File: config.mk
export PLATFORM = sky130hd
export DESIGN_NAME = icu_compare_unit
export DESIGN_NICKNAME = d
export VERILOG_FILES = /design/src/icu_pkg.sv /design/src/icu_compare_unit.sv /design/src/icu_decode.sv
export VERILOG_INCLUDE_DIRS = /design/src /design/src/src
export SDC_FILE = /design/constraint.sdc
export NUM_CORES = 1
export LEC_CHECK = 0
export BUFFER_PORTS_ARGS = -buffer_cell sky130_fd_sc_hd__buf_4
export CORE_MARGIN = 5
export CORE_UTILIZATION = 39
export CTS_CLUSTER_DIAMETER = 100
export DETAILED_ROUTE_END_ITERATION = 16
export HOLD_SLACK_MARGIN = 0.12
export PLACE_DENSITY = 0.78
export SETUP_SLACK_MARGIN = 0.15
export SKIP_CTS_REPAIR_TIMING = 1
export SLEW_MARGIN = 25
export SYNTH_ARGS = -nofsm -noshare
export SYNTH_HDL_FRONTEND = slang
export SYNTH_SLANG_ARGS = --single-unit
File: constraint.sdc
create_clock -name clk_sys -period 0.8 [get_ports clk_sys]
set_input_delay 0.04 -clock clk_sys [delete_from_list [all_inputs] [get_ports clk_sys]]
set_output_delay 0.04 -clock clk_sys [all_outputs]
set_load 0.01 [all_outputs]
File: src/icu_defines.svh
// Purpose: constants of the integer compare unit
// Assumes: 32-bit instruction and data words
// Notes:   field positions, opcodes and timing
`ifndef ICU_DEFINES_SVH
`define ICU_DEFINES_SVH

// ----------------------------------------
// primary and extended opcodes
// ----------------------------------------
`define ICU_OP_RTYPE      6'h3a
`define ICU_OP_LT_IMM     6'h10
`define ICU_OP_LTU_IMM    6'h30
`define ICU_OP_GE_IMM     6'h08
`define ICU_OP_GEU_IMM    6'h28
`define ICU_XOP_LT        6'h10
`define ICU_XOP_LTU       6'h30
`define ICU_XOP_GE        6'h08
`define ICU_XOP_GEU       6'h28

// ----------------------------------------
// instruction field positions
// ----------------------------------------
`define ICU_OP_LSB        0
`define ICU_OP_MSB        5
`define ICU_SHAMT_LSB     6
`define ICU_SHAMT_MSB     10
`define ICU_XOP_LSB       11
`define ICU_XOP_MSB       16
`define ICU_IMM_LSB       6
`define ICU_IMM_MSB       21
`define ICU_DST_LSB       17
`define ICU_DST_MSB       21
`define ICU_SRCB_LSB      22
`define ICU_SRCB_MSB      26
`define ICU_SRCA_LSB      27
`define ICU_SRCA_MSB      31

// ----------------------------------------
// reset values and latency
// ----------------------------------------
`define ICU_RST_WORD      32'h0000_0000
`define ICU_RST_IDX       5'h00
`define ICU_LATENCY       1

`endif

File: src/icu_pkg.sv
// Purpose: types of the integer compare unit
// Assumes: field widths written as literals, no defines included
// Notes:   shared by the decoder and the top
package icu_pkg;

   typedef enum logic [2:0]
   {
      ICU_CMP_NONE,
      ICU_CMP_LT,
      ICU_CMP_LTU,
      ICU_CMP_GE,
      ICU_CMP_GEU
   } icu_cmp_t;

   typedef struct packed
   {
      logic        valid;
      icu_cmp_t    cmp;
      logic        use_imm;
      logic        imm_signed;
      logic [4:0]  src_a_idx;
      logic [4:0]  src_b_idx;
      logic [4:0]  dst_idx;
      logic [15:0] sixteen_bit_immediate;
   } icu_dec_t;

   typedef struct packed
   {
      logic        wr_en;
      logic [4:0]  wr_idx;
      logic [31:0] wr_data;
   } icu_wb_t;

endpackage

File: src/icu_compare_unit.sv
// Purpose: integer compare execute unit with register-file write-back
// Assumes: register file read ports answer combinationally, same clock
// Notes:   one result per cycle, no stall and no exception path
//
// Behaviour
// - signed register less-than writes one or zero
// - unsigned register less-than writes one or zero
// - signed immediate less-than sign-extends sixteen bits
// - register compares decoded by opcode and extended opcode
// - source and destination indices from fixed fields
// - immediate less-than opcode, immediate field, destination
// - compares raise no exception
// - signed register greater-equal under extended opcode
// - unsigned register greater-equal under extended opcode
// - greater-equal immediates extend by signedness
// - unsigned immediate less-than zero-extends immediate
`timescale 1ns/1ps
`include "icu_defines.svh"

module icu_compare_unit
   import icu_pkg::*;
#(
   parameter int DATA_W = 32
)
(
   // clock and reset
   input  wire logic              clk_sys,
   input  wire logic              rst_b,
   // instruction from decode stage
   input  wire logic              instr_valid,
   input  wire logic [31:0]       instr,
   // register file read ports
   output logic [4:0]             first_source_register,
   output logic [4:0]             second_source_register,
   input  wire logic [DATA_W-1:0] src_a_data,
   input  wire logic [DATA_W-1:0] src_b_data,
   // register file write port
   output logic                   rf_wr_en,
   output logic [4:0]             destination_register,
   output logic [DATA_W-1:0]      rf_wr_data,
   // status
   output logic                   cmp_accepted,
   output logic                   cmp_exception
);

   // ----------------------------------------
   // helpers
   // ----------------------------------------
   function automatic logic [DATA_W-1:0] extend_imm(input logic [15:0] imm,
                                                    input logic        sgn);
      extend_imm = {{(DATA_W-16){sgn & imm[15]}}, imm};
   endfunction

   function automatic logic less_than(input logic [DATA_W-1:0] a,
                                      input logic [DATA_W-1:0] b,
                                      input logic              sgn);
      // flipping the sign bits turns a signed order into an unsigned one
      less_than = ({a[DATA_W-1] ^ sgn, a[DATA_W-2:0]} <
                   {b[DATA_W-1] ^ sgn, b[DATA_W-2:0]});
   endfunction

   // ----------------------------------------
   // decode
   // ----------------------------------------
   icu_dec_t dec;

   icu_decode u_decode
   (
      .instr (instr),
      .dec   (dec)
   );

   // ----------------------------------------
   // execute
   // ----------------------------------------
   logic [DATA_W-1:0] opnd_b;
   logic              lt_s;
   logic              lt_u;
   logic              outcome;

   always_comb
   begin
      first_source_register  = dec.src_a_idx;
      second_source_register = dec.src_b_idx;
      opnd_b = dec.use_imm ? extend_imm(dec.sixteen_bit_immediate, dec.imm_signed)
                           : src_b_data;
      lt_s   = less_than(src_a_data, opnd_b, 1'b1);
      lt_u   = less_than(src_a_data, opnd_b, 1'b0);
      unique case (dec.cmp)
         ICU_CMP_LT  : outcome = lt_s;
         ICU_CMP_LTU : outcome = lt_u;
         ICU_CMP_GE  : outcome = ~lt_s;
         ICU_CMP_GEU : outcome = ~lt_u;
         default     : outcome = 1'b0;
      endcase
   end

   // ----------------------------------------
   // write-back stage
   // ----------------------------------------
   icu_wb_t wb_d;
   icu_wb_t wb_q;
   logic    acc_d;
   logic    acc_q;

   always_comb
   begin
      wb_d.wr_en   = instr_valid & dec.valid;
      wb_d.wr_idx  = dec.dst_idx;
      wb_d.wr_data = {{(DATA_W-1){1'b0}}, outcome};
      acc_d        = instr_valid & dec.valid;
   end

   always_ff @(posedge clk_sys or negedge rst_b)
   begin
      if (!rst_b)
      begin
         wb_q  <= '{wr_en: 1'b0, wr_idx: `ICU_RST_IDX, wr_data: `ICU_RST_WORD};
         acc_q <= 1'b0;
      end
      else
      begin
         wb_q  <= wb_d;
         acc_q <= acc_d;
      end
   end

   // ----------------------------------------
   // outputs
   // ----------------------------------------
   always_comb
   begin
      rf_wr_en             = wb_q.wr_en;
      destination_register = wb_q.wr_idx;
      rf_wr_data           = wb_q.wr_data;
      cmp_accepted         = acc_q;
      // compares never trap, so this flag stays low
      cmp_exception        = 1'b0;
   end

endmodule // icu_compare_unit

File: src/icu_decode.sv
// Purpose: decode of compare instructions into a control struct
// Assumes: instruction word from same-clock fetch/decode stage
// Notes:   purely combinational, no exception outputs at all
`timescale 1ns/1ps
`include "icu_defines.svh"

module icu_decode
   import icu_pkg::*;
(
   // instruction
   input  wire logic [31:0] instr,
   // decoded control
   output icu_dec_t         dec
);

   logic [5:0] op;
   logic [5:0] xop;
   logic       shamt_zero;

   always_comb
   begin
      op         = instr[`ICU_OP_MSB:`ICU_OP_LSB];
      xop        = instr[`ICU_XOP_MSB:`ICU_XOP_LSB];
      shamt_zero = (instr[`ICU_SHAMT_MSB:`ICU_SHAMT_LSB] == 5'h00);
      dec                       = '0;
      dec.src_a_idx             = instr[`ICU_SRCA_MSB:`ICU_SRCA_LSB];
      dec.src_b_idx             = instr[`ICU_SRCB_MSB:`ICU_SRCB_LSB];
      dec.sixteen_bit_immediate = instr[`ICU_IMM_MSB:`ICU_IMM_LSB];
      dec.cmp                   = ICU_CMP_NONE;
      if (op == `ICU_OP_RTYPE && shamt_zero)
      begin
         dec.dst_idx = instr[`ICU_DST_MSB:`ICU_DST_LSB];
         unique case (xop)
            `ICU_XOP_LT  : dec.cmp = ICU_CMP_LT;
            `ICU_XOP_LTU : dec.cmp = ICU_CMP_LTU;
            `ICU_XOP_GE  : dec.cmp = ICU_CMP_GE;
            `ICU_XOP_GEU : dec.cmp = ICU_CMP_GEU;
            default      : dec.cmp = ICU_CMP_NONE;
         endcase
      end
      else
      begin
         // immediate forms write the second source register
         dec.dst_idx = instr[`ICU_SRCB_MSB:`ICU_SRCB_LSB];
         dec.use_imm = 1'b1;
         unique case (op)
            `ICU_OP_LT_IMM  :
            begin
               dec.cmp        = ICU_CMP_LT;
               dec.imm_signed = 1'b1;
            end
            `ICU_OP_LTU_IMM : dec.cmp = ICU_CMP_LTU;
            `ICU_OP_GE_IMM  :
            begin
               dec.cmp        = ICU_CMP_GE;
               dec.imm_signed = 1'b1;
            end
            `ICU_OP_GEU_IMM : dec.cmp = ICU_CMP_GEU;
            default         : dec.cmp = ICU_CMP_NONE;
         endcase
      end
      dec.valid = (dec.cmp != ICU_CMP_NONE);
   end

endmodule // icu_decode

# Word level (Yosys, flattened, before mapping)
# Cells that the tools add are included.
[word_totals] ff_bits=7 in_bits=99 out_inout_bits=50
[op_classes] magnitude_cmp=2 n_eq_ne=13 n_mux=8 bitwise_logic=6 n_reduce_logical=4
[op_table] op="< comparator 32 bit" n=2
[op_table] op="two-way mux 32 bit" n=1
[op_table] op="equality test 6 bit (second input constant)" n=5
[op_table] op="case mux 3 bit (4 select lines)" n=2
[op_table] op="equality test 6 x 4 -> 1 bit (second input constant)" n=2
[op_table] op="equality test 6 x 5 -> 1 bit (second input constant)" n=2
[op_table] op="equality test 3 x 2 -> 1 bit (second input constant)" n=2
[op_table] op="zero test 5 bit" n=1
[op_table] op="two-way mux 5 bit" n=1
[op_table] op="NOT 1 bit" n=4
[op_table] op="case mux 1 bit (4 select lines)" n=1
[op_table] op="equality test 3 x 1 -> 1 bit (second input constant)" n=1
[op_table] op="equality test 3 bit (second input constant)" n=1
[op_table] op="two-way mux 3 bit" n=1
[op_table] op="nonzero test 3 bit" n=1
[op_table] op="AND 1 bit" n=2
[op_table] op="two-way mux 2 bit" n=1
[op_table] op="OR reduction 2 bit" n=1
[op_table] op="logical AND 1 bit" n=1
[op_table] op="two-way mux 1 bit" n=1

# Logic depth before layout (Yosys ltp)
# Gate-level depths: netlist of the first run.
[logic_depth] ltp_word=10 ltp_mapped=13 mapped_depth_nobuf=12

# Modules after synthesis
# From an unflattened synthesis of the first run, not the netlist that was laid out.
[unflattened] cells_unflattened=229 hier_area_um2=1931.9
[modules_own_cells] module="icu_compare_unit" n_inst=1 cells_each=175 area_per_inst_um2=1470.2 seq_area_each_um2=175.2
[modules_own_cells] module="icu_decode" n_inst=1 cells_each=54 area_per_inst_um2=461.7 seq_area_each_um2=0.0

# Worst setup path before layout of the first run
# No wires, ideal clock.
[synth_timing] path_type="input -> register" from="in instr[9]" to="reg wb_q, in the netlist rf_wr_data[0]" t_arrival_ns=2.487 required_time_ns=0.721 setup_slack_ns=-1.767 cell_stages=13 n_path_buf=1 cell_sequence="nor4b_2 nand3_1 or2_2 nand2_1 buf_2 o21ai_0 ha_1 a211oi_1 o21ai_0 o2111ai_1 a21oi_1 nor4b_1 mux2i_1"
[synth_via] elab_chain_cells=9 elab_cells_between_ends=16 classes_between="order compare (2); eq/ne (4); mux (4); bitwise (4); reduce/logical (2)"
[synth_rtl] element="start: declaration" line_no="icu_compare_unit.sv:31" source="input wire logic [31:0] instr,"
[synth_rtl] element="zero test 5 bit" line_no="icu_decode.sv:24" source="shamt_zero = (instr[`ICU_SHAMT_MSB:`ICU_SHAMT_LSB] == 5'h00);"
[synth_rtl] element="logical AND 1 bit" line_no="icu_decode.sv:30" source="if (op == `ICU_OP_RTYPE && shamt_zero)"
[synth_rtl] element="two-way mux 2 bit" line_no="icu_decode.sv:30"
[synth_rtl] element="AND 1 bit" line_no="icu_compare_unit.sv:51" source="extend_imm = {{(DATA_W-16){sgn & imm[15]}}, imm};"
[synth_rtl] element="two-way mux 32 bit" line_no="icu_compare_unit.sv:85" source="opnd_b = dec.use_imm ? extend_imm(dec.sixteen_bit_immediate, dec.imm_signed)"
[synth_rtl] element="NOT 1 bit (no line)"
[synth_rtl] element="< comparator 32 bit" line_no="icu_compare_unit.sv:58" source="less_than = ({a[DATA_W-1] ^ sgn, a[DATA_W-2:0]} <"
[synth_rtl] element="NOT 1 bit" line_no="icu_compare_unit.sv:92" source="ICU_CMP_GE : outcome = ~lt_s;"
[synth_rtl] element="case mux 1 bit (4 select lines) *" line_no="icu_compare_unit.sv:89" source="unique case (dec.cmp)"
[synth_rtl] element="via outcome" line_no="icu_compare_unit.sv:79" source="logic outcome;"
[synth_rtl] element="end signal: assignment" line_no="icu_compare_unit.sv:118" source="wb_q <= '{wr_en: 1'b0, wr_idx: `ICU_RST_IDX, wr_data: `ICU_RST_WORD};"
[synth_rtl] element="end signal: assignment" line_no="icu_compare_unit.sv:123" source="wb_q <= wb_d;"
[synth_rtl] element="end: declaration" line_no="icu_compare_unit.sv:102" source="icu_wb_t wb_q;"
# Mark *: on every way through the listed nets, which the timed path passes. The rest lies on a longest branch.

# Worst setup path after layout of the first run
[layout_timing] from="in instr[10]" to="reg wb_q, in the netlist rf_wr_data[0]"
# The elaborated chain is that of the path after synthesis.

==> results.yml, run 1 <==
hold_path:
  hp-class: "primary input to flip-flop"
  min_from: "instr[20]"
  hold_path_depth: 3
routing:
  vias_per_cell: 4.89
  via_count: 1977
  post-route-drc-count: 0
  drt_pass1_iterations: 4
  routed_wl_mm: 5.64
  drt_iter0_drc: 34
  wl_per_cell_um: 14.0
  drt.antenna.violating_nets: 0
final_layout:
  mostFrequentLayoutCells: "buf_4 (126), conb_1 (32), ha_1 (31)"
  area_delta_synth_final_pct: 79.4
  drive_above_1_share_pct: 52.0
  n_fill_cell: 353
  design_area_mm2: 0.00307
  seq_area_um2: 175
  nNetsFinal: 484
  post-route-util_pct: 71.4
  final_common_cell: "buf_4"
  multi_input_area_mm2: 0.00151
  antenna_cells: 0
global_routing:
  grt_pass1_vias: 2035
  grt_util_all_layers_pct: 16.6
  grt_antenna_before_repair: 0
  grt_pass1_wl_mm: 8.36
  grt-ovfl-total: 0
  grt_max_degree: 17
die:
  die_x_um: 76.2
  die_h_um: 76.2
  start_util_pct: 39.8
  die-area_mm2: 0.00581
  coreArea_mm2: 0.00429
  design.portCount: 149
  rows: 24
synthesis:
  syn_inst: 213
  syn_area_per_cell_um2: 8.02
  synth_seq_area_share_pct: 10.2
  ys_warn_count: 0
  synth_edf_count: 0
  synth-main-ff-cell: "dfrtp_1"
  async_reset_ff_share_pct: 100
  synth_seq_cells: 7
  syn_area_mm2: 0.00171
  yosysUniqueCellTypes: 39
run:
  maxCapViolCount: 0
timing:
  slew_violations: 0
  hold_violations: 0
  finalCriticalPeriod_ps: 2510
  setup_slack_ps: -1710
  fmax_mhz: 399
  period_share_pct: 313
  rsz0062_at_grt: "yes"
  finalSetupViolCount: 7
  fin_setup_tns_ps: -4780
setup_path:
  startpoint_type: "primary input"
  path_class: "primary input to flip-flop"
  worstPathMaxFanout: 6
  cp.required_ps: 940
  end_kind: "flip-flop"
  endpoint: "rf_wr_data[0]"
  worstPathArrival_ps: 2650
  worstSetupStartpoint: "instr[10]"
power_and_ir_drop:
  p_leak_nw: 1.48
  peakVddDrop_uv: 393
  p_total_mw: 1.99
  p_per_area_mw_per_mm2: 650
placement:
  dp_hpwl_mm: 4.73
  gp_congestion: 0.857
  post_dp_cell_area_mm2: 0.00271
  io_buffers: 106
clock_network:
  htree_levels: 1
  path_clk_slew_ps: 40
  cts.sinks: 7
  numCtsBuffers: 3
  cts_tree: "yes"
  clockBufferDepth: 2
  ctsRootBufferMaster: "clkbuf_8"
status:
  violations: "setup timing"
  status: "complete, but fails checks"
## critical path, stage by stage
cell and delay [ps]:
buf_6 100, nor4b_4 290, nand3_2 150, buf_6 150
or2_4 280, clkbuf_16 170, o21ai_2 100, ha_1 260
buf_4 150, o21a_1 100, o2111ai_1 180, a21oi_1 110
nor4b_2 340, mux2i_1 230
## synth_stat cells (all sizes together) (4+ instances only)
cell type	n	share of area (%)
nand4	8	2.9
a21o	4	1.8
nand2	20	4.4
a211oi	5	2.2
dfrtp	7	10
o21ai	21	6.1
mux2i	12	7.0
nor2	5	1.1
ha	32	23
buf	45	19
a21oi	15	4.4
## where the power goes
group	switching [mW]	internal [mW]
registers	0.00758	0.372
logic	0.482	0.651
clock network	0.137	0.343
## worst min path at each step
stage / endpoint / slack (ps)
6_report: destination_register[3] / 30
3_5_place_dp: destination_register[2] / -150
5_1_grt: destination_register[3] / 30
4_1_cts: destination_register[2] / -380
3_3_place_gp: destination_register[3] / -140
2_1_floorplan: cmp_accepted / -260
## stage by stage
step	hold slack, ps	setup WS (ps)	std cells
global route	26.3	-1900	404
detailed placement	-145	-2030	389
finish	26.1	-1710	404
global placement	-143	-1920	389
floorplan	-256	-1560	244
CTS	-384	-1820	393
## logic make-up after synthesis
kind of cell | synth area share [%]
compound gates | 20.9
xor+xnor | 0.513
fa+ha+maj | 23.4
buf+inv | 20.6
flops | 10.2
mux | 7.69
other cells | 0.219
simple gates | 16.4
## area by class of cell
class	count	share of cell area, %
Sequential cell	7	5.71
Timing Repair Buffer	152	41.2
Clock buffer	4	1.47
Tap cell	52	2.12
Multi-Input combinational cell	187	49.3
Inverter	2	0.245
## metal layers
layer | part of all wire, % | GRT usage (%)
met1 | 35 | 18.1
met2 | 55 | 31.3
met3 | 8.2 | 4.49
met4 | 1.3 | 4.02
met5 | 0 | 0
## state kept, by name, summed over array words and instances (netlist names)
register	cells
rf_wr_data	1
destination_register	5
cmp_accepted	1
Note: power is estimated with default switching activity, not from simulation.
==> run 2, diff against run 1 <==
- ABC_AREA: default -> 1
- CORE_UTILIZATION: 39 -> 40
- PLACE_DENSITY: 0.78 -> 0.79
- clock period: 0.8 -> 2.5 ns (I/O delays scaled with it)
==> run 2 against run 1 <==
The run now ends clean. Flip-flop and latch count is the same. Core utilization shrank 10 points. Sequential power shrank 68%. Largest cell class unchanged.
==> results.yml, run 2 <==
placement:
  gp_congestion: 0.718
  pre_cts_slack_ps: -160
  dpl.cell_count: 423
  io_buffers: 106
  post_dp_cell_area_mm2: 0.00253
  dp_hpwl_mm: 4.49
global_routing:
  grt_pass1_wl_mm: 8.16
  grt_max_degree: 25
  grt_util_all_layers_pct: 16.0
  grt-ovfl-total: 0
  grt_antenna_before_repair: 0
  grt_pass1_vias: 1997
routing:
  drt.antenna.violating_nets: 0
  via_count: 1992
  routed_wl_mm: 4.96
  vias_per_cell: 4.64
  drt_iter0_drc: 55
  wl_per_cell_um: 11.6
  post-route-drc-count: 0
  drt_pass1_iterations: 4
setup_path:
  startpoint_type: "primary input"
  worst_path_largest_cell_delay_ps: 290
  cp_top_family: "simple AND/OR/NAND/NOR gates"
  end_kind: "flip-flop"
  cpMaxStageDelayCell: "ha_1"
  path_class: "primary input to flip-flop"
  worstPathMaxFanout: 16
  path_cells: "buf_4, or2_1, nor2_2, nand2_2, nand2_2, o21ai_1, inv_1, buf_12, o21ai_1, ha_1, a21oi_1, o21a_1, nor2_1, o21a_2, nor4_4, nand3_1, nand2_1, nand2_1"
  cp.required_ps: 2610
  path_buf_inv: 3
  worstPathArrival_ps: 2380
power_and_ir_drop:
  p_per_area_mw_per_mm2: 224
  p_total_mw: 0.593
  p_leak_nw: 1.53
  peakVddDrop_uv: 132
final_layout:
  design_area_mm2: 0.00264
  post-route-util_pct: 61.1
  area_delta_synth_final_pct: 49.6
  nNetsFinal: 509
  largest_register_ffs: 5
  fin_cells: 429
  antenna_cells: 0
  final_common_cell: "buf_4"
  drive_above_1_share_pct: 36.3
  mostFrequentLayoutCells: "buf_4 (119), nand2_1 (53), ha_1 (32), conb_1 (32), o21ai_0 (27)"
die:
  die-area_mm2: 0.00585
  die_x_um: 76.5
  rows: 24
  coreArea_mm2: 0.00432
  design.portCount: 149
  die_h_um: 76.5
  start_util_pct: 40.9
clock_network:
  numCtsBuffers: 3
  cts_tree: "yes"
  htree_levels: 1
  clockBufferDepth: 2
  cts.sinks: 7
  path_clk_slew_ps: 40
  ctsRootBufferMaster: "clkbuf_8"
timing:
  finalSetupViolCount: 0
  rsz0062_at_grt: "yes"
  slew_violations: 0
  setup_slack_ps: 231
  finalCriticalPeriod_ps: 2270
  hold_violations: 0
  fin_setup_tns_ps: 0
  hold-worst-slack_ps: 125
  fmax_mhz: 441
  period_share_pct: 90.8
synthesis:
  synth_top_family_by_area: "buffers and inverters"
  synthXorXnorAreaFrac_pct: 0
  synth_common_cells: "nand2_1 (55), buf_4 (43), ha_1 (32), o21ai_0 (32), inv_1 (26)"
  synth_seq_area_share_pct: 9.92
  synthMuxAreaShare_pct: 2.27
  ys_warn_count: 0
  syn_inst: 269
  synth-main-ff-cell: "dfrtp_1"
  synth_top_area_cell: "ha_1"
  syn_area_per_cell_um2: 6.57
  async_reset_ff_share_pct: 100
  synth.most_common_cell: "nand2_1"
  synth_edf_count: 0
  syn_area_mm2: 0.00177
  synth_area_leaders: "ha_1 (23%), buf_4 (18%), nand2_1 (12%)"
  yosysUniqueCellTypes: 27
  synthAdderAreaFrac_pct: 22.7
  synth-simple-area-share_pct: 22.9
  yosys.area.top_type_share_pct: 22.7
  synth_seq_cells: 7
  synth-compound-area-share_pct: 16.6
status:
  status: "finished, final reports clean"
hold_path:
  hp-class: "primary input to flip-flop"
  hold_path_depth: 3
  min_to: "destination_register[1]"
  min_from: "instr[23]"
run:
  maxCapViolCount: 0
## run 2: worst max-delay path by stage
stage / start / slack (ps) / depth (start not counted) / endpoint
6_report: instr[6] / 230 / 18 / rf_wr_data[0]
3_3_place_gp: instr[6] / -30 / 18 / rf_wr_data[0]
3_5_place_dp: instr[6] / -160 / 18 / rf_wr_data[0]
4_1_cts: instr[6] / 60 / 18 / rf_wr_data[0]
5_1_grt: instr[6] / 40 / 18 / rf_wr_data[0]
2_1_floorplan: instr[6] / 160 / 17 / rf_wr_data[0]
## run 2: logic make-up (layout without fill, tap and decap cells)
family / after synthesis / count (layout)
flip-flops: 7 / 7
adder cells (fa/ha/maj): 32 / 32
AND/OR/NAND/NOR: 94 / 94
multiplexers: 4 / 4
other: 1 / 32
buffers and inverters: 76 / 153
AO/OA/AOI/OAI: 55 / 55
## run 2: routing by layer
layer	up-vias	global-route usage, %	wire (µm)
met5	-	0	0
met4	0	3.32	39
met3	6	4.96	486
met2	81	32.0	2640
met1	861	15.8	1790
li1	1044	-	-
## run 2: cell type report
cell class	instances	area (µm²)
clock buffers	3	41.3
clock inverters	1	5.00
fillers	396	1680
inverters	27	101
multi-input cells	217	1320
flip-flops and latches	7	175
well taps	52	65.1
repair buffers	122	933
## run 2: power breakdown
group	switching, mW	leakage (nW)	internal (mW)	total [mW]
clock network	0.0454	0.0255	0.108	0.153
registers	0.00190	0.0842	0.121	0.123
logic	0.141	1.42	0.176	0.317
total	0.188	1.53	0.404	0.593
## run 2: tightest hold or removal path, delay by kind of cell
family / cells / cell delay [ps]
buffers and inverters: 1 / 80
and+or+nand+nor: 1 / 40
AOI/OAI and AO/OA: 1 / 50
